**config.mk**
```make
export PLATFORM = sky130hd
export DESIGN_NAME = cdg_seq
export DESIGN_NICKNAME = d
export VERILOG_FILES = /design/src/hdl/cdg_pkg.sv /design/src/hdl/cdg_seq.sv /design/src/hdl/cdg_sync.sv
export SDC_FILE = /design/constraint.sdc
export NUM_CORES = 1
export LEC_CHECK = 0
export BUFFER_PORTS_ARGS = -buffer_cell sky130_fd_sc_hd__buf_2
export CAP_MARGIN = 20
export CORE_ASPECT_RATIO = 0.8
export CORE_MARGIN = 3
export CORE_UTILIZATION = 45
export CTS_BUF_LIST = sky130_fd_sc_hd__clkbuf_4 sky130_fd_sc_hd__clkbuf_8
export DETAILED_ROUTE_END_ITERATION = 8
export GPL_TIMING_DRIVEN = 0
export PLACE_DENSITY = 0.69
export REMOVE_ABC_BUFFERS = 1
export SLEW_MARGIN = 20
export SYNTH_ARGS = -nofsm -noshare
export SYNTH_HDL_FRONTEND = slang
export SYNTH_SLANG_ARGS = --single-unit
```
**constraint.sdc**
```tcl
create_clock -name CORE_CLK -period 4.8 [get_ports CORE_CLK]
set_input_delay 0.96 -clock CORE_CLK [delete_from_list [all_inputs] [get_ports CORE_CLK]]
set_output_delay 0.96 -clock CORE_CLK [all_outputs]
set_load 0.02 [all_outputs]
```
**src/hdl/cdg_pkg.sv**
```systemverilog
package cdg_pkg;

  // Bus-side inputs after synchronisation.
  typedef struct packed {
    logic addr_strobe_n;
    logic chip_select_n;
    logic byte_strobe_any_n;
    logic wait_req_n;
    logic hidden_refresh_allow;
    logic refresh_clock_in;
    logic read_n_write;
  } cdg_bus_in_t;

  // Sequencer states, Gray coded along idle, start, run, done.
  typedef enum logic [2:0] {
    CDG_IDLE = 3'b000,
    CDG_START = 3'b001,
    CDG_RUN = 3'b011,
    CDG_DONE = 3'b010,
    CDG_FORCE = 3'b110,
    CDG_PRECH = 3'b111
  } cdg_state_t;

  localparam int unsigned CLK_PERIOD_NS = 10;
  localparam int unsigned FORCE_TIME_NS = 40;
  localparam int unsigned PRECH_TIME_NS = 20;
  localparam logic [3:0] FORCE_CYCLES =
    4'((FORCE_TIME_NS + CLK_PERIOD_NS - 1) / CLK_PERIOD_NS);
  localparam logic [3:0] PRECH_CYCLES =
    4'((PRECH_TIME_NS + CLK_PERIOD_NS - 1) / CLK_PERIOD_NS);
  localparam logic [2:0] SYNC_RESET = 3'h7;
  localparam logic RST_HIGH = 1'b1;

endpackage

```
**src/hdl/cdg_seq.sv**
```systemverilog
`timescale 1ns/1ps
// How it works
// Low wait request during a selected access adds exactly one wait state.
// Outside logic drives combined byte strobe low when either byte strobe is low.
// With hidden refresh disallowed, row strobe only for selected accesses and forced refresh.
// System holds output enable low so registered outputs are driven.
// Cycle done goes low once both delay stages are low after work.
// Cycle done returns high when the address strobe goes high.
// Row strobe asserts after address strobe for access or hidden refresh.
// Acknowledge is withheld to stretch the processor cycle with wait states.
// Access during forced refresh asserts pending output and inserts waits.
// Pending refresh request also blocks an unselected cycle from starting row strobe.
// Forced refresh drives the mode output low, selecting refresh mode one.
// Address strobe marks start and duration of each bus cycle.
// Hidden refresh occurs with refresh clock high, no select, address strobe low.
// Refresh clock fall without hidden refresh raises request, forcing refresh.
// Access during forced refresh waits until refresh and precharge end.
// Read cycles start row strobe at once; select must be early enough.
// Delay stages, mode output and row strobe are clocked registers.
module cdg_seq (
  // Clock and reset.
  input wire logic CORE_CLK,
  input wire logic RST_N,
  // Processor bus.
  input wire logic CPU_ADDR_STROBE_N,
  input wire logic CHIP_SELECT_N,
  input wire logic READ_N_WRITE,
  input wire logic BYTE_STROBE_ANY_N,
  input wire logic WAIT_REQ_N,
  // Configuration and refresh timing.
  input wire logic HIDDEN_REFRESH_ALLOW,
  input wire logic REFRESH_CLOCK_IN,
  input wire logic OUTPUT_ENABLE_N,
  // Controller side.
  output logic ROW_STROBE_REQUEST_N,
  output logic CTRL_MODE_SELECT_BIT,
  output logic CYCLE_DONE_N,
  output logic ACCESS_PENDING_IN_REFRESH_N,
  output logic TRANSFER_ACK_N,
  output logic OUTPUTS_DRIVEN
);
  cdg_pkg::cdg_bus_in_t bus;
  cdg_pkg::cdg_state_t state_reg;
  logic delay_stage_a;
  logic delay_stage_b;
  logic refresh_request;
  logic refresh_clock_prev;
  logic refresh_clock_armed;
  logic hidden_done;
  logic wait_used;
  logic [3:0] count_reg;
  logic in_cycle;
  logic selected;
  logic hidden_ok;

  cdg_sync u_as (.clk(CORE_CLK), .rst_n(RST_N), .pin(CPU_ADDR_STROBE_N), .level(bus.addr_strobe_n));
  cdg_sync u_cs (.clk(CORE_CLK), .rst_n(RST_N), .pin(CHIP_SELECT_N), .level(bus.chip_select_n));
  cdg_sync u_bs (.clk(CORE_CLK), .rst_n(RST_N), .pin(BYTE_STROBE_ANY_N), .level(bus.byte_strobe_any_n));
  cdg_sync u_wt (.clk(CORE_CLK), .rst_n(RST_N), .pin(WAIT_REQ_N), .level(bus.wait_req_n));
  cdg_sync u_dh (.clk(CORE_CLK), .rst_n(RST_N), .pin(HIDDEN_REFRESH_ALLOW), .level(bus.hidden_refresh_allow));
  cdg_sync u_rf (.clk(CORE_CLK), .rst_n(RST_N), .pin(REFRESH_CLOCK_IN), .level(bus.refresh_clock_in));
  cdg_sync u_rw (.clk(CORE_CLK), .rst_n(RST_N), .pin(READ_N_WRITE), .level(bus.read_n_write));

  assign in_cycle = !bus.addr_strobe_n;
  assign selected = in_cycle && !bus.chip_select_n;

  assign hidden_ok = in_cycle && bus.chip_select_n && bus.hidden_refresh_allow && bus.refresh_clock_in
                     && !hidden_done;

  // The sequencer feeds stage a, which follows the start state one cycle later; stage b trails stage a by one cycle.
  always_ff @(posedge CORE_CLK or negedge RST_N) begin
    if (!RST_N) begin
      state_reg <= cdg_pkg::CDG_IDLE;
      count_reg <= 4'h0;
      wait_used <= 1'b0;
    end else begin
      case (state_reg)
        cdg_pkg::CDG_IDLE: begin
          wait_used <= 1'b0;
          if (refresh_request && !selected) begin
            state_reg <= cdg_pkg::CDG_FORCE;
            count_reg <= cdg_pkg::FORCE_CYCLES;
          end else if (selected || hidden_ok) begin
            state_reg <= cdg_pkg::CDG_START;
          end
        end
        cdg_pkg::CDG_START: begin
          if (selected && !bus.wait_req_n && !wait_used) begin
            wait_used <= 1'b1;
          end else begin
            state_reg <= cdg_pkg::CDG_RUN;
          end
        end
        cdg_pkg::CDG_RUN: begin
          state_reg <= cdg_pkg::CDG_DONE;
        end
        cdg_pkg::CDG_DONE: begin
          if (!in_cycle) begin
            state_reg <= cdg_pkg::CDG_IDLE;
          end
        end
        cdg_pkg::CDG_FORCE: begin
          if (count_reg <= 4'h1) begin
            state_reg <= cdg_pkg::CDG_PRECH;
            count_reg <= cdg_pkg::PRECH_CYCLES;
          end else begin
            count_reg <= count_reg - 4'h1;
          end
        end
        cdg_pkg::CDG_PRECH: begin
          if (count_reg <= 4'h1) begin
            state_reg <= cdg_pkg::CDG_IDLE;
          end else begin
            count_reg <= count_reg - 4'h1;
          end
        end
        default: begin
          state_reg <= cdg_pkg::CDG_IDLE;
        end
      endcase
    end
  end


  always_ff @(posedge CORE_CLK or negedge RST_N) begin
    if (!RST_N) begin
      delay_stage_a <= 1'b0;
      delay_stage_b <= 1'b0;
    end else begin
      delay_stage_a <= (state_reg == cdg_pkg::CDG_START);
      delay_stage_b <= delay_stage_a;
    end
  end

  // Refresh request: set on the falling refresh clock unless a hidden refresh already ran.
  // The synchronisers leave reset reading high, so a fall counts only after a real rise was seen.
  always_ff @(posedge CORE_CLK or negedge RST_N) begin
    if (!RST_N) begin
      refresh_clock_prev <= 1'b1;
      refresh_clock_armed <= 1'b0;
      hidden_done <= 1'b0;
      refresh_request <= 1'b0;
    end else begin
      refresh_clock_prev <= bus.refresh_clock_in;
      if (!refresh_clock_prev && bus.refresh_clock_in) begin
        refresh_clock_armed <= 1'b1;
      end
      if (refresh_clock_armed && refresh_clock_prev && !bus.refresh_clock_in) begin
        refresh_request <= !hidden_done;
        hidden_done <= 1'b0;
      end else begin
        if (state_reg == cdg_pkg::CDG_IDLE && hidden_ok && !refresh_request) begin
          hidden_done <= 1'b1;
        end
        if (state_reg == cdg_pkg::CDG_FORCE) begin
          refresh_request <= 1'b0;
        end
      end
    end
  end

  // Row strobe is registered and held from start to done; a forced refresh also drives it.
  always_ff @(posedge CORE_CLK or negedge RST_N) begin
    if (!RST_N) begin
      ROW_STROBE_REQUEST_N <= 1'b1;
      CTRL_MODE_SELECT_BIT <= 1'b1;
    end else begin

      ROW_STROBE_REQUEST_N <= !((state_reg == cdg_pkg::CDG_IDLE && (selected || hidden_ok) && !refresh_request)
                               || state_reg == cdg_pkg::CDG_START || state_reg == cdg_pkg::CDG_RUN
                               || (state_reg == cdg_pkg::CDG_DONE && in_cycle)
                               || state_reg == cdg_pkg::CDG_FORCE);
      CTRL_MODE_SELECT_BIT <= !(state_reg == cdg_pkg::CDG_FORCE ||
                                (state_reg == cdg_pkg::CDG_IDLE && refresh_request && !selected));
    end
  end

  // Done, pending and acknowledge outputs.
  always_ff @(posedge CORE_CLK or negedge RST_N) begin
    if (!RST_N) begin
      CYCLE_DONE_N <= 1'b1;
      ACCESS_PENDING_IN_REFRESH_N <= 1'b1;
      TRANSFER_ACK_N <= 1'b1;
      OUTPUTS_DRIVEN <= 1'b0;
    end else begin
      OUTPUTS_DRIVEN <= !OUTPUT_ENABLE_N;
      if (!in_cycle) begin
        CYCLE_DONE_N <= 1'b1;
      end else if (state_reg == cdg_pkg::CDG_DONE && !delay_stage_a && !delay_stage_b) begin
        CYCLE_DONE_N <= 1'b0;
      end

      ACCESS_PENDING_IN_REFRESH_N <= !(selected && (state_reg == cdg_pkg::CDG_FORCE
                                                    || state_reg == cdg_pkg::CDG_PRECH));

      TRANSFER_ACK_N <= !(selected && !bus.byte_strobe_any_n &&
                          (state_reg == cdg_pkg::CDG_RUN || state_reg == cdg_pkg::CDG_DONE));
    end
  end

  a_ack_needs_select: assert property (@(posedge CORE_CLK) disable iff (!RST_N)
    !TRANSFER_ACK_N |-> $past(selected)) else $error("ack without selected access");
  a_pending_blocks_ack: assert property (@(posedge CORE_CLK) disable iff (!RST_N)
    !ACCESS_PENDING_IN_REFRESH_N |-> TRANSFER_ACK_N) else $error("ack during refresh");
  a_mode_in_force: assert property (@(posedge CORE_CLK) disable iff (!RST_N)
    state_reg == cdg_pkg::CDG_FORCE |=> !CTRL_MODE_SELECT_BIT) else $error("mode not low in refresh");
  a_done_clears: assert property (@(posedge CORE_CLK) disable iff (!RST_N)
    !in_cycle |=> CYCLE_DONE_N) else $error("done not released");
  a_done_stages: assert property (@(posedge CORE_CLK) disable iff (!RST_N)
    $fell(CYCLE_DONE_N) |-> !$past(delay_stage_a) && !$past(delay_stage_b)) else $error("done early");
  a_wait_once: assert property (@(posedge CORE_CLK) disable iff (!RST_N)
    state_reg == cdg_pkg::CDG_START && wait_used |=> state_reg != cdg_pkg::CDG_START)
    else $error("more than one wait");
  a_force_length: assert property (@(posedge CORE_CLK) disable iff (!RST_N)
    $rose(state_reg == cdg_pkg::CDG_FORCE) |-> (state_reg == cdg_pkg::CDG_FORCE) [*4] ##1
    state_reg == cdg_pkg::CDG_PRECH) else $error("forced refresh length");
  a_row_start: assert property (@(posedge CORE_CLK) disable iff (!RST_N)
    state_reg == cdg_pkg::CDG_START |-> !ROW_STROBE_REQUEST_N) else $error("row strobe missing");
  a_stage_chain: assert property (@(posedge CORE_CLK) disable iff (!RST_N)
    delay_stage_a |=> delay_stage_b) else $error("delay chain broken");
  a_refresh_no_start: assert property (@(posedge CORE_CLK) disable iff (!RST_N)
    (state_reg == cdg_pkg::CDG_FORCE || state_reg == cdg_pkg::CDG_PRECH) |=> state_reg != cdg_pkg::CDG_START)
    else $error("cycle started during refresh");

  c_access: cover property (@(posedge CORE_CLK) disable iff (!RST_N) $fell(TRANSFER_ACK_N));
  c_force: cover property (@(posedge CORE_CLK) disable iff (!RST_N) $fell(CTRL_MODE_SELECT_BIT));
  c_pending: cover property (@(posedge CORE_CLK) disable iff (!RST_N) $fell(ACCESS_PENDING_IN_REFRESH_N));
  c_hidden: cover property (@(posedge CORE_CLK) disable iff (!RST_N) $rose(hidden_done));
endmodule

```
**src/hdl/cdg_sync.sv**
```systemverilog
`timescale 1ns/1ps
module cdg_sync (
  // Clock and reset.
  input wire logic clk,
  input wire logic rst_n,
  // Raw pin and filtered level.
  input wire logic pin,
  output logic level
);
  logic [2:0] pipe_reg;

  always_ff @(posedge clk or negedge rst_n) begin
    if (!rst_n) begin
      pipe_reg <= cdg_pkg::SYNC_RESET;
    end else begin
      pipe_reg <= {pipe_reg[1:0], pin};
    end
  end

  // A change is accepted only when the second and third stages agree.
  always_ff @(posedge clk or negedge rst_n) begin
    if (!rst_n) begin
      level <= cdg_pkg::RST_HIGH;
    end else if (pipe_reg[1] == pipe_reg[2]) begin
      level <= pipe_reg[2];
    end
  end
endmodule

```
; Word level (Yosys, flattened, before mapping)
; Index checks and enable logic that the tools add are counted.
[word_totals]
out_inout_bits = 6
register_bits = 44
in_bits = 10
wordCells = 124
[classes]
muxes = 19
add_sub_neg = 1
reduce_logical = 57
n_lt_le_gt_ge = 1
n_eq_ne = 19
[ops]
columns = cell, count
row1 = $logic_and A1 B1 Y1, 23
row2 = $mux W3, 6
row3 = $pmux W3 S6, 1
row4 = $logic_not A1 Y1, 17
row5 = $mux W4, 3
row6 = $ne A2 B2 Y1 const B, 6
row7 = $pmux W4 S3, 1
row8 = $logic_or A1 B1 Y1, 8
row9 = $reduce_bool A2 Y1, 4
row10 = $mux W1, 7
row11 = $eq A1 B1 Y1, 6
row12 = $eq A3 B2 Y1 const B, 2
row13 = $eq A3 B3 Y1 const B, 2
row14 = $reduce_and A5 Y1, 1
row15 = $le A4 B1 Y1 const B, 1
row16 = $sub A4 B1 Y4 const B, 1
row17 = $eq A3 B1 Y1 const B, 1
row18 = $logic_not A3 Y1, 1
row19 = $ne A3 B3 Y1 const B, 1
row20 = $reduce_and A3 Y1, 1
row21 = $reduce_bool A3 Y1, 1
row22 = $ne A2 B1 Y1 const B, 1
row23 = $pmux W1 S2, 1
row24 = $reduce_and A2 Y1, 1

; Depth between registers and ports, before layout
; Gate-level depths: netlist of the first run.
[logic_depth]
ltp_word = 13
mapped_depth = 6
mapped_depth_nobuf = 6

; Hierarchy
; From an unflattened synthesis of the first run, not the netlist that was laid out.
[unflattened]
hier_cells = 121
hier_area_um2 = 1682.9
[modules_own_cells]
columns = module, seq_area_each_um2, n_inst, cells_each, area_per_inst_um2
row1 = cdg_seq, 508.0, 1, 91, 984.7
row2 = cdg_sync, 105.1, 6, 5, 116.4

; Worst setup path before layout of the first run
; No wires, ideal clock.
[synth_path]
path_kind = reg-to-reg
start = register count_reg[0]
end = register count_reg[3]
path_stages_with_launch = 7
arrival_ps = 1495
setup_time_ps = 86
period_less_slack_ps = 1581
n_path_buf = 0
required_ps = 4714
setup_slack_ps = 3219
cell_sequence = dfrtp_1 inv_1 ha_1 or2_4 a31o_1 a211o_1 a32oi_1
[synth_via]
elab_chain_cells = 3
elab_cells_between_ends = 7
classes_between = 1 x add/sub / 1 x order compare / 1 x eq/ne / 3 x mux / 1 x reduce/logical
[synth_lines]
columns = element, line_no
row1 = start: declaration, cdg_seq.sv:51  ; logic [3:0] count_reg;
row2 = start signal: assignment, cdg_seq.sv:82  ; count_reg <= cdg_pkg::FORCE_CYCLES;
row3 = start signal: assignment, cdg_seq.sv:105  ; count_reg <= cdg_pkg::PRECH_CYCLES;
row4 = start signal: assignment, cdg_seq.sv:107  ; count_reg <= count_reg - 4'h1;
row5 = $sub A4 B1 Y4 or $le A4 B1 Y1 (tied branches), -
row6 = $mux W4 (tied with other cells), cdg_seq.sv:111  ; if (count_reg <= 4'h1) begin
row7 = $pmux W4 S3 or $reduce_and A3 Y1 (tied branches), -
; Several ways; a longest one is shown, not always the timed one. The select of a mux whose other input is x is not followed.
; A chain may end at the register's enable or synchronous reset.

; Worst setup path after layout of the first run
[layout_path]
start = register CYCLE_DONE_N
end = output port CYCLE_DONE_N
[layout_lines]
columns = element, line_no
row1 = start: declaration, cdg_seq.sv:37  ; output logic CYCLE_DONE_N,
row2 = start signal: assignment, cdg_seq.sv:181  ; CYCLE_DONE_N <= 1'b1;
row3 = start signal: assignment, cdg_seq.sv:188  ; CYCLE_DONE_N <= 1'b1;
row4 = start signal: assignment, cdg_seq.sv:190  ; CYCLE_DONE_N <= 1'b0;
; No word-level cell between the ends.

==> results of run 1 <==
==> layer usage <==
layer,track usage,vias to the layer above,part of all wire
met5,0,-,0
met4,0.1142,0,0.040
met3,0.04636,13,0.059
met2,0.2109,34,0.46
met1,0.1813,497,0.44
li1,-,469,-
==> report_power, final <==
group	switching (mW)	internal [mW]	total (mW)
Combinational	0.162	0.111	0.273
Clock	0.130	0.157	0.287
Sequential	0.0673	0.455	0.523
Total	0.359	0.724	1.08
==> placed cells by master (no fill, tap or decap), types with 3 or more instances in the layout <==
cell type	Yosys	routed
nor3_1	3	3
nand2b_1	3	3
maj3_1	6	6
dfrtp_1	14	14
a31oi_1	3	3
buf_2	0	14
inv_1	9	9
o21ai_0	7	7
clkbuf_8	0	5
nor2_1	7	7
dfstp_2	30	30
or2_4	3	3
nand2_1	9	9
==> area by class of cell <==
class	instances	share of cell area
clock buffer	5	0.03623
clock inverter	3	0.02372
inverter	9	0.01779
multi-input combinational	69	0.2582
sequential	44	0.5995
tap	42	0.02767
timing repair buffer	14	0.03689
==> cell families after synthesis <==
logic type,after synthesis,share of synthesized area
adder cells (fa/ha/maj),8,0.05071
AO/OA/AOI/OAI,25,0.1029
AND/OR/NAND/NOR,34,0.1275
flip-flops,44,0.6786
multiplexers,1,0.005966
XOR/XNOR,1,0.005221
buffers and inverters,11,0.02908
==> stage by stage <==
step           power [mW]  setup WS [ns]
2_1_floorplan      0.7171          3.219
3_3_place_gp       0.7774          3.069
3_5_place_dp       0.7991          3.029
4_1_cts             1.092          2.846
5_1_grt             1.148          2.816
6_report            1.083          2.858
==> worst paths after layout <==
| path | cells past startpoint | endpoint | startpoint |
|---|---|---|---|
| setup reg to reg | 6 | count_reg[3]$_DFFE_PN0P_ | count_reg[0]$_DFFE_PN0P_ |
| setup / recovery | 1 | CYCLE_DONE_N | CYCLE_DONE_N$_DFFE_PN1P_ |
| hold reg to reg | 0 | u_dh.pipe_reg[1]$_DFF_PN1_ | u_dh.pipe_reg[0]$_DFF_PN1_ |
| max in group asynchronous | 1 | delay_stage_b$_DFF_PN0_ | RST_N |
| hold / removal | 0 | u_dh.pipe_reg[1]$_DFF_PN1_ | u_dh.pipe_reg[0]$_DFF_PN1_ |
| min in group asynchronous | 1 | wait_used$_DFFE_PN0P_ | RST_N |
==> results.md, run 1 <==
- Largest cells by area after synthesis: dfstp_2 47%, dfrtp_1 21%, maj3_1 3.6%
- Non-Filler Instances: 186
- CTS tree: done
- Slew margin rel.: 0.3957
- Final Cell Area: 0.001899 sq mm
- Global-route wire length before repair: 4.705 mm
- Pins Over Slew Limit: 0
- Syn Std Cell Area: 0.001678 sq mm
- Core Rows: 19
- Layout cell share with drive strength beyond 1: 0.4097
- Hold slack: 0.3580 ns
- Status: finished clean
- Arrival time worst endpoint: 0.98 ns
- Router iterations before antenna repair: 4
- I/O Pins: 16
- Power per cell area: 570.3 mW/mm^2
- Final nets: 155
- Async set-or-reset flop fraction in the synthesized netlist: 1.000
- Worst Path Buf+Inv: 1
- Root Buffer Master: clkbuf_8
- Number of global-route vias before repair: 1037
- Leakage: 0.7882 nW
- CP peak stage delay: 0.53 ns
- Most frequent cell after synthesis: dfstp_2
- Area grow syn2layout: 13.20%
- Crit Path Max Fanout: 2
- PortBufs: 14
- CP Cell Sequence: buf_2
- Sequential-to-total area share from yosys stat: 0.6786
- Total GRT Usage: 0.1454
- Worst Skew: 0.006245 ns
- Full die area: 0.004502 sq mm
- Core area: 0.003495 sq mm
- Tmin final: 1.942 ns
- Worst-Skew Late Latency: 0.30 ns
- ANT cells: 0
- Starting Density: 0.4801
- CP max stage cell: dfstp_2
- Post-CTS setup buffer count: 0
- Final TNS setup: 0 ns
- Critical path type: flip-flop to output pin
- Max cap viols: 0
- Reg clk slew, reported paths: 0.08 ns
- Synth top area share: 0.4698
- Count of different cell masters after synthesis: 35
- Final setup viols: 0
- Final critical-path share of the clock period: 0.4046
- H-tree depth: 2
- Placed cell areas: 0.001785 sq mm
- Multi-input logic area: 490.5 sq um
- DRC Markers: 0
- HPWL after DPL: 1.841 mm
- Flop2flop setup slack: 3.07 ns
- Unrepaired setup endpoints after global routing: false
- Req. time, crit path: 3.84 ns
- Top cells by instance count after synthesis: 30 x dfstp_2, 14 x dfrtp_1, 9 x inv_1, 9 x nand2_1
- Vias per inst: 5.446
- FMAX: 0.5149 GHz
- Clock buffer depth: 2
- Gpl congestion: 0.8617
- Vias: 1013
- Post-synth EDFFs: 0
- Crit. End Element: output pin
- CTS Hold Bufs: 0
- CTS Buf Count: 5
- Clk sinks: 44
- Filler cell count: 283
- Register area: 0.001139 sq mm
- CTS resizes: 0
- Worst-margin pin slew: 0.9064 ns
- Chip width: 74.27 microns
- Flops & latches, synth: 44
- Pin count of the biggest net entering global routing: 45
- Primary FF master, synth: dfstp_2
- Final Hold Vio Count: 0
- Total routed wirelength: 2.680 mm
- Top Family by Delay on Critical Path: flip-flops
- VDD IR max: 0.2673 mV
- Initial antenna violation count: 0
- HP Class: flip-flop to flip-flop
- Yosys top cell by area: dfstp_2
- Initial DRC count: 94
- Placed Instances: 178
- Core Util, Final: 0.5435
- Worst setup SP type: flip-flop
- Syn avg cell area: 13.53 sq um
- Antenna viol nets, final: 0
- Global route total overflow: 0
- WL per Instance: 14.41 microns
- Die height: 60.62 microns
- Largest register FFs: 4
- Post-Syn Instances: 124
- Synth warn: 0
No activity file was read; power rests on OpenSTA's default activity.
==> inputs of run 2 (changes only) <==
--- a/config.mk
+++ b/config.mk
@@ -13,7 +13,7 @@
 export CTS_BUF_LIST = sky130_fd_sc_hd__clkbuf_4 sky130_fd_sc_hd__clkbuf_8
 export DETAILED_ROUTE_END_ITERATION = 8
 export GPL_TIMING_DRIVEN = 0
-export PLACE_DENSITY = 0.69
+export PLACE_DENSITY = 0.72
 export REMOVE_ABC_BUFFERS = 1
 export SLEW_MARGIN = 20
 export SYNTH_ARGS = -nofsm -noshare
==> constraint.sdc (replaced) <==
create_clock -name CORE_CLK -period 1.7 [get_ports CORE_CLK]
set_input_delay 0.34 -clock CORE_CLK [delete_from_list [all_inputs] [get_ports CORE_CLK]]
set_output_delay 0.34 -clock CORE_CLK [all_outputs]
set_load 0.02 [all_outputs]
==> results.md, run 2 (synthesis gave the netlist of run 1 again) <==
- Status: finished clean
- Chip width: 74.27 microns (unchanged)
- Final critical-path share of the clock period: 0.9649
- Gpl congestion: 0.9357 (+8.6%)
- Critical path type: flip-flop to flip-flop
- Leakage: 0.7855 nW (-0.35%)
- Hold slack: 0.1477 ns (-0.2103 ns)
- CTS Hold Bufs: 0 (unchanged)
- Slew margin rel.: 0.4076 (+0.01183)
- Top Family by Delay on Critical Path: compound AO/OA/AOI/OAI gates
- Final nets: 156 (+0.65%)
- Final Hold Vio Count: 0 (unchanged)
- HP Class: primary input to flip-flop
- Area grow syn2layout: 14.17%
- Router iterations before antenna repair: 4 (unchanged)
- CP endpoint: count_reg[3]$_DFFE_PN0P_
- Core Rows: 19 (unchanged)
- Arrival time worst endpoint: 1.85 ns (+0.87 ns)
- Crit. End Element: flip-flop
- Clock buffer depth: 2 (unchanged)
- Global-route wire length before repair: 4.353 mm (-7.5%)
- R2R cell count: 6 (unchanged)
- R2R Path Start: count_reg[0]$_DFFE_PN0P_
- I/O Pins: 16 (unchanged)
- Global route total overflow: 0 (unchanged)
- Layout cell share with drive strength beyond 1: 0.4414 (+0.03166)
- PortBufs: 14 (unchanged)
- CP max stage cell: dfrtp_1
- Worst-Skew Late Latency: 0.28 ns (-0.02 ns)
- Filler cell count: 296 (+4.6%)
- Number of global-route vias before repair: 952 (-8.2%)
- Placed cell areas: 0.001785 sq mm (unchanged)
- CP Launch Point: count_reg[0]$_DFFE_PN0P_
- Final Cell Area: 0.001916 sq mm (+0.86%)
- Req. time, crit path: 1.91 ns (-1.93 ns)
- Vias per inst: 5.428 (-0.34%)
- Flop2flop setup slack: 0.06 ns (-3.01 ns)
- Multi-input logic area: 515.5 sq um (+5.1%)
- Core Util, Final: 0.5482 (+0.004654)
- CP Cell Sequence: inv_2 > ha_4 > or2_4 > a31o_4 > a211o_1 > a32oi_1
- Worst setup SP type: flip-flop
- Worst-margin pin slew: 0.8887 ns (-0.01774 ns)
- H-tree depth: 2 (unchanged)
- Highest-count cells in the layout ignoring fill and taps: 30 x dfstp_2, 14 x dfrtp_1, 14 x buf_2, 9 x nand2_1, 8 x inv_1
- Power per cell area: 1553 mW/mm^2 (+170%)
- Full die area: 0.004502 sq mm (unchanged)
- Worst Path Buf+Inv: 1 (unchanged)
- Initial DRC count: 67 (-29%)
- Final TNS setup: 0 ns (unchanged)
- Pin count of the biggest net entering global routing: 45 (unchanged)
- Reg clk slew, reported paths: 0.07 ns (about the same)
- Total GRT Usage: 0.1294 (-0.01609)
- Commonest non-fill, non-tap cell in the layout: dfstp_2
- Pins Over Slew Limit: 0 (unchanged)
- FMAX: 0.6096 GHz
- Worst Skew: 0.001811 ns (-0.004434 ns)
- Register area: 0.001139 sq mm (unchanged)
- Initial antenna violation count: 0 (unchanged)
- Root Buffer Master: clkbuf_8
- Largest register FFs: 4 (unchanged)
- Antenna viol nets, final: 0 (unchanged)
- CP peak stage delay: 0.39 ns (-0.14 ns)
- Core area: 0.003495 sq mm (unchanged)
- VDD IR max: 0.6809 mV (+150%)
- WL per Instance: 13.76 microns (-4.5%)
- Overall power: 2.975 mW (+170%)
- Final setup viols: 0 (unchanged)
- Critical R2R Capture: count_reg[3]$_DFFE_PN0P_
- CTS tree: done
- Crit Path Max Fanout: 5 (+3)
- Die height: 60.62 microns (unchanged)
- Vias: 1015 (+0.20%)
- Starting Density: 0.4801 (unchanged)
- CTS Buf Count: 5 (unchanged)
- ANT cells: 0 (unchanged)
- DRC Markers: 0 (unchanged)
- Tmin final: 1.640 ns
- Crit path depth: 6 (+5)
- Max cap viols: 0 (unchanged)
- Clk sinks: 44 (unchanged)
- HPWL after DPL: 1.749 mm (-5.0%)
- Total routed wirelength: 2.574 mm (-4.0%)
run 2: area by class of cell:
| type | instances | share of cell area |
|---|---|---|
| Multi-Input combinational cell | 69 | 0.2691 |
| Tap cell | 42 | 0.02743 |
| Clock buffer | 7 | 0.04703 |
| Inverter | 9 | 0.01764 |
| Clock inverter | 1 | 0.003919 |
| Sequential cell | 44 | 0.5944 |
| Timing Repair Buffer | 15 | 0.04050 |
run 2: metrics by stage:
step / setup slack, ns / std cells
after global routing: -0.006627 / 187
after CTS: 0.01304 / 186
final: 0.05966 / 187
after detailed placement: -0.03039 / 178
after floorplan: 0.1189 / 122
after global placement: 0.04388 / 178
run 2: worst min-delay path by stage:
stage	from	end	slack, ns	cells past startpoint
after CTS	CHIP_SELECT_N	u_cs.pipe_reg[0]$_DFF_PN1_	0.13	1
after global routing	CPU_ADDR_STROBE_N	u_as.pipe_reg[0]$_DFF_PN1_	0.12	1
after detailed placement	u_cs.pipe_reg[0]$_DFF_PN1_	u_cs.pipe_reg[1]$_DFF_PN1_	0.35	0
after global placement	u_cs.pipe_reg[0]$_DFF_PN1_	u_cs.pipe_reg[1]$_DFF_PN1_	0.35	0
after floorplan	RST_N	OUTPUTS_DRIVEN$_DFF_PN0_	0.04	0
final	CHIP_SELECT_N	u_cs.pipe_reg[0]$_DFF_PN1_	0.15	1
run 2: per-layer routing:
metal,vias up,wire [microns],GRT usage
met3,6,181,0.04470
met2,38,1217,0.1982
met1,499,1138,0.1734
met4,0,36,0.04569
li1,472,-,-
met5,-,0,0
run 2: repair_timing:
item,in CTS,in global routing
setup buffers,0,1
pin swaps,1,3
gates resized for setup,2,4
setup endpoints to repair,2,2
run 2: where the power goes:
group / internal, mW / switching, mW
sequential: 1.29 / 0.189
clock: 0.346 / 0.317
combinational: 0.360 / 0.478
==> inputs of run 3 (changes only) <==
--- a/config.mk
+++ b/config.mk
@@ -12,10 +12,10 @@
 export CORE_UTILIZATION = 45
 export CTS_BUF_LIST = sky130_fd_sc_hd__clkbuf_4 sky130_fd_sc_hd__clkbuf_8
 export DETAILED_ROUTE_END_ITERATION = 8
-export GPL_TIMING_DRIVEN = 0
 export PLACE_DENSITY = 0.72
 export REMOVE_ABC_BUFFERS = 1
 export SLEW_MARGIN = 20
 export SYNTH_ARGS = -nofsm -noshare
 export SYNTH_HDL_FRONTEND = slang
+export SYNTH_HIERARCHICAL = 1
 export SYNTH_SLANG_ARGS = --single-unit
==> results.md, run 3 <==
- Status: finished clean
- Worst-margin pin slew: 0.5226 ns (-0.3660 ns)
- Final TNS setup: 0 ns (unchanged)
- Pint: 1.986 mW (-0.26%)
- Sw power: 986.5 uW (+0.32%)
- Core Rows: 19 (unchanged)
- FMAX: 0.6261 GHz (+2.7%)
- Worst Skew: 0.006422 ns (+0.004611 ns)
- Critical path type: flip-flop to flip-flop
- Yosys top cell by area: dfstp_2
- Reg clk slew, reported paths: 0.08 ns (about the same)
- Final critical-path share of the clock period: 0.9395 (-0.02543)
- Min setup slack post-route: 0.1029 ns (+0.04322 ns)
- WL per Instance: 14.51 microns (+5.4%)
- Leakage: 0.7934 nW (+1.0%)
- Arrival time worst endpoint: 1.83 ns (-0.02 ns)
- Gpl congestion: 0.8583 (-8.3%)
- Crit Path Max Fanout: 5 (unchanged)
- Core Util, Final: 0.5487 (+0.0005640)
- VDD IR max: 0.6782 mV (-0.40%)
- Highest-count cells in the layout ignoring fill and taps: 30 x dfstp_2, 14 x dfrtp_1, 14 x buf_2, 8 x nor2_1, 6 x maj3_2
- Core area: 0.003518 sq mm (+0.68%)
- Pin count of the biggest net entering global routing: 45 (unchanged)
- Layout cell share with drive strength beyond 1: 0.5103 (+0.06897)
- Req. time, crit path: 1.93 ns (+0.02 ns)
- Seq pwr share: 0.489 (-0.007)
- Area grow syn2layout: 14.72%
- Final setup viols: 0 (unchanged)
- HP Class: primary input to async pin
- Syn Std Cell Area: 0.001683 sq mm (+0.30%)
- Flops & latches, synth: 44 (unchanged)
- Synth warn: 6 (+6)
- Antenna viol nets, final: 0 (unchanged)
- Initial antenna violation count: 0 (unchanged)
- Clock buffer depth: 2 (unchanged)
- Max cap viols: 0 (unchanged)
- Filler cell count: 291 (-1.7%)
- HPWL after DPL: 1.821 mm (+4.1%)
- Global route total overflow: 0 (unchanged)
- Unrepaired setup endpoints after global routing: false
- Top cells by instance count after synthesis: 30 x dfstp_2, 14 x dfrtp_1, 8 x nor2_1, 6 x maj3_2
- Chip width: 74.37 microns (+0.13%)
- Initial DRC count: 74 (+10%)
- Comb power frac: 0.293 (+0.012)
- Commonest non-fill, non-tap cell in the layout: dfstp_2
- Post-CTS setup buffer count: 0 (unchanged)
- H-tree depth: 2 (unchanged)
- Final nets: 156 (unchanged)
- PortBufs: 14 (unchanged)
- Power per cell area: 1540 mW/mm^2 (-0.85%)
- Switching Share: 0.3319 (+0.001283)
- Synth top area share: 0.4684 (-0.001397)
- Primary FF master, synth: dfstp_2
- Full die area: 0.004514 sq mm (+0.27%)
- Pins Over Slew Limit: 0 (unchanged)
- ANT cells: 0 (unchanged)
- Async set-or-reset flop fraction in the synthesized netlist: 1.000 (unchanged)
- Clock power frac: 0.219 (-0.004)
- Largest register FFs: 4 (unchanged)
- CTS resizes: 0 (-2)
- Worst-Skew Late Latency: 0.30 ns (+0.02 ns)
- Largest cells by area after synthesis: dfstp_2 47%, dfrtp_1 21%, maj3_2 4.0%
- DRC Markers: 0 (unchanged)
- Total routed wirelength: 2.714 mm (+5.4%)
- CTS tree: done
- Total GRT Usage: 0.1419 (+0.01259)
- I/O Pins: 16 (unchanged)
- Count of different cell masters after synthesis: 42 (+20%)
- Sequential-to-total area share from yosys stat: 0.6766 (-0.002018)
- Number of global-route vias before repair: 1076 (+13%)
- Slew margin rel.: 0.6516 (+0.2440)
- Vias: 1021 (+0.59%)
- Global-route wire length before repair: 4.705 mm (+8.1%)
- CTS Hold Bufs: 0 (unchanged)
- Syn avg cell area: 13.91 sq um (+2.8%)
- Router iterations before antenna repair: 6 (+2)
- Clk sinks: 44 (unchanged)
- Starting Density: 0.4783 (-0.001821)
- Post-Syn Instances: 121 (-2.4%)
- Crit. End Element: flip-flop
- Post-synth EDFFs: 0 (unchanged)
- Most frequent cell after synthesis: dfstp_2
- Tmin final: 1.597 ns (-0.04322 ns)
- Die height: 60.70 microns (+0.13%)
- Pre-CTS setup slack: 0.05230 ns (+0.08269 ns)
- Root Buffer Master: clkbuf_8
- Worst setup SP type: flip-flop
- Final Hold Vio Count: 0 (unchanged)
- Vias per inst: 5.460 (+0.59%)
- CTS Buf Count: 5 (unchanged)
==> run 3: final cells by class <==
| cell class | instances | area (sq um) | area share |
|---|---|---|---|
| flip-flops and latches | 44 | 1139 | 0.5898 |
| multi-input cells | 69 | 524.3 | 0.2715 |
| repair buffers | 19 | 107.6 | 0.05574 |
| clock buffers | 6 | 76.32 | 0.03953 |
| well taps | 42 | 52.55 | 0.02722 |
| inverters | 5 | 18.77 | 0.009721 |
| clock inverters | 2 | 12.51 | 0.006481 |
==> run 3: kinds of logic (layout without fill, tap and decap cells) <==
family          count (synthesis)  after routing  synth area share
mux                             3              3           0.01859
xor+xnor                        1              1          0.005205
compound gates                 23             23           0.09591
fa+ha+maj                       8              8           0.05501
flops                          44             44            0.6766
buf+inv                         8             32           0.02379
simple gates                   34             34            0.1249
==> run 3: metal layers <==
layer  part of all wire  up-vias  track usage  routed length [microns]
li1                   -      479            -                        -
met1               0.45      505       0.1706                     1225
met3              0.053        5      0.04967                      145
met4              0.018        0      0.07107                       48
met5                  0        -            0                        0
met2               0.48       32       0.2290                     1294
==> run 3: stage by stage <==
step	cells	total power [mW]	area, sq um	hold WS (ns)
5_1_grt	187	3.179	1931	0.1177
3_5_place_dp	179	2.285	1822	0.3469
6_report	187	2.973	1931	0.1028
2_1_floorplan	118	2.009	1662	0.04441
3_3_place_gp	179	2.217	1822	0.3456
4_1_cts	187	2.948	1911	0.1119
==> run 3: path summary, 6_finish.rpt <==
check	from	end	slack [ns]	depth (start not counted)
max	count_reg[0]$_DFFE_PN0P_	count_reg[0]$_DFFE_PN0P_	0.10	6
min	RST_N	state_reg[2]$_DFFE_PN0P_	0.10	2
max reg2reg	count_reg[0]$_DFFE_PN0P_	count_reg[0]$_DFFE_PN0P_	0.10	6
min reg2reg	u_dh/pipe_reg[0]$_DFF_PN1_	u_dh/pipe_reg[1]$_DFF_PN1_	0.36	0
max in group asynchronous	RST_N	u_rf/level$_DFFE_PN1N_	1.22	2
min in group CORE_CLK	BYTE_STROBE_ANY_N	u_bs/pipe_reg[0]$_DFF_PN1_	0.13	1
==> run 3: power by group through the flow <==
stage | Sequential, mW | Clock, mW | Combinational [mW]
after floorplan | 1.52 | 0 | 0.489
after global placement | 1.45 | 0 | 0.769
after detailed placement | 1.46 | 0 | 0.824
after CTS | 1.45 | 0.672 | 0.829
after global routing | 1.49 | 0.718 | 0.973
final | 1.45 | 0.650 | 0.870
==> run 3: critical path, cell delays in order, from the launching register on <==
cell and delay [ns]:
dfrtp_1 0.39, inv_1 0.08, ha_1 0.23, or2_4 0.26
a21o_1 0.21, mux2_2 0.27, nor2_1 0.08
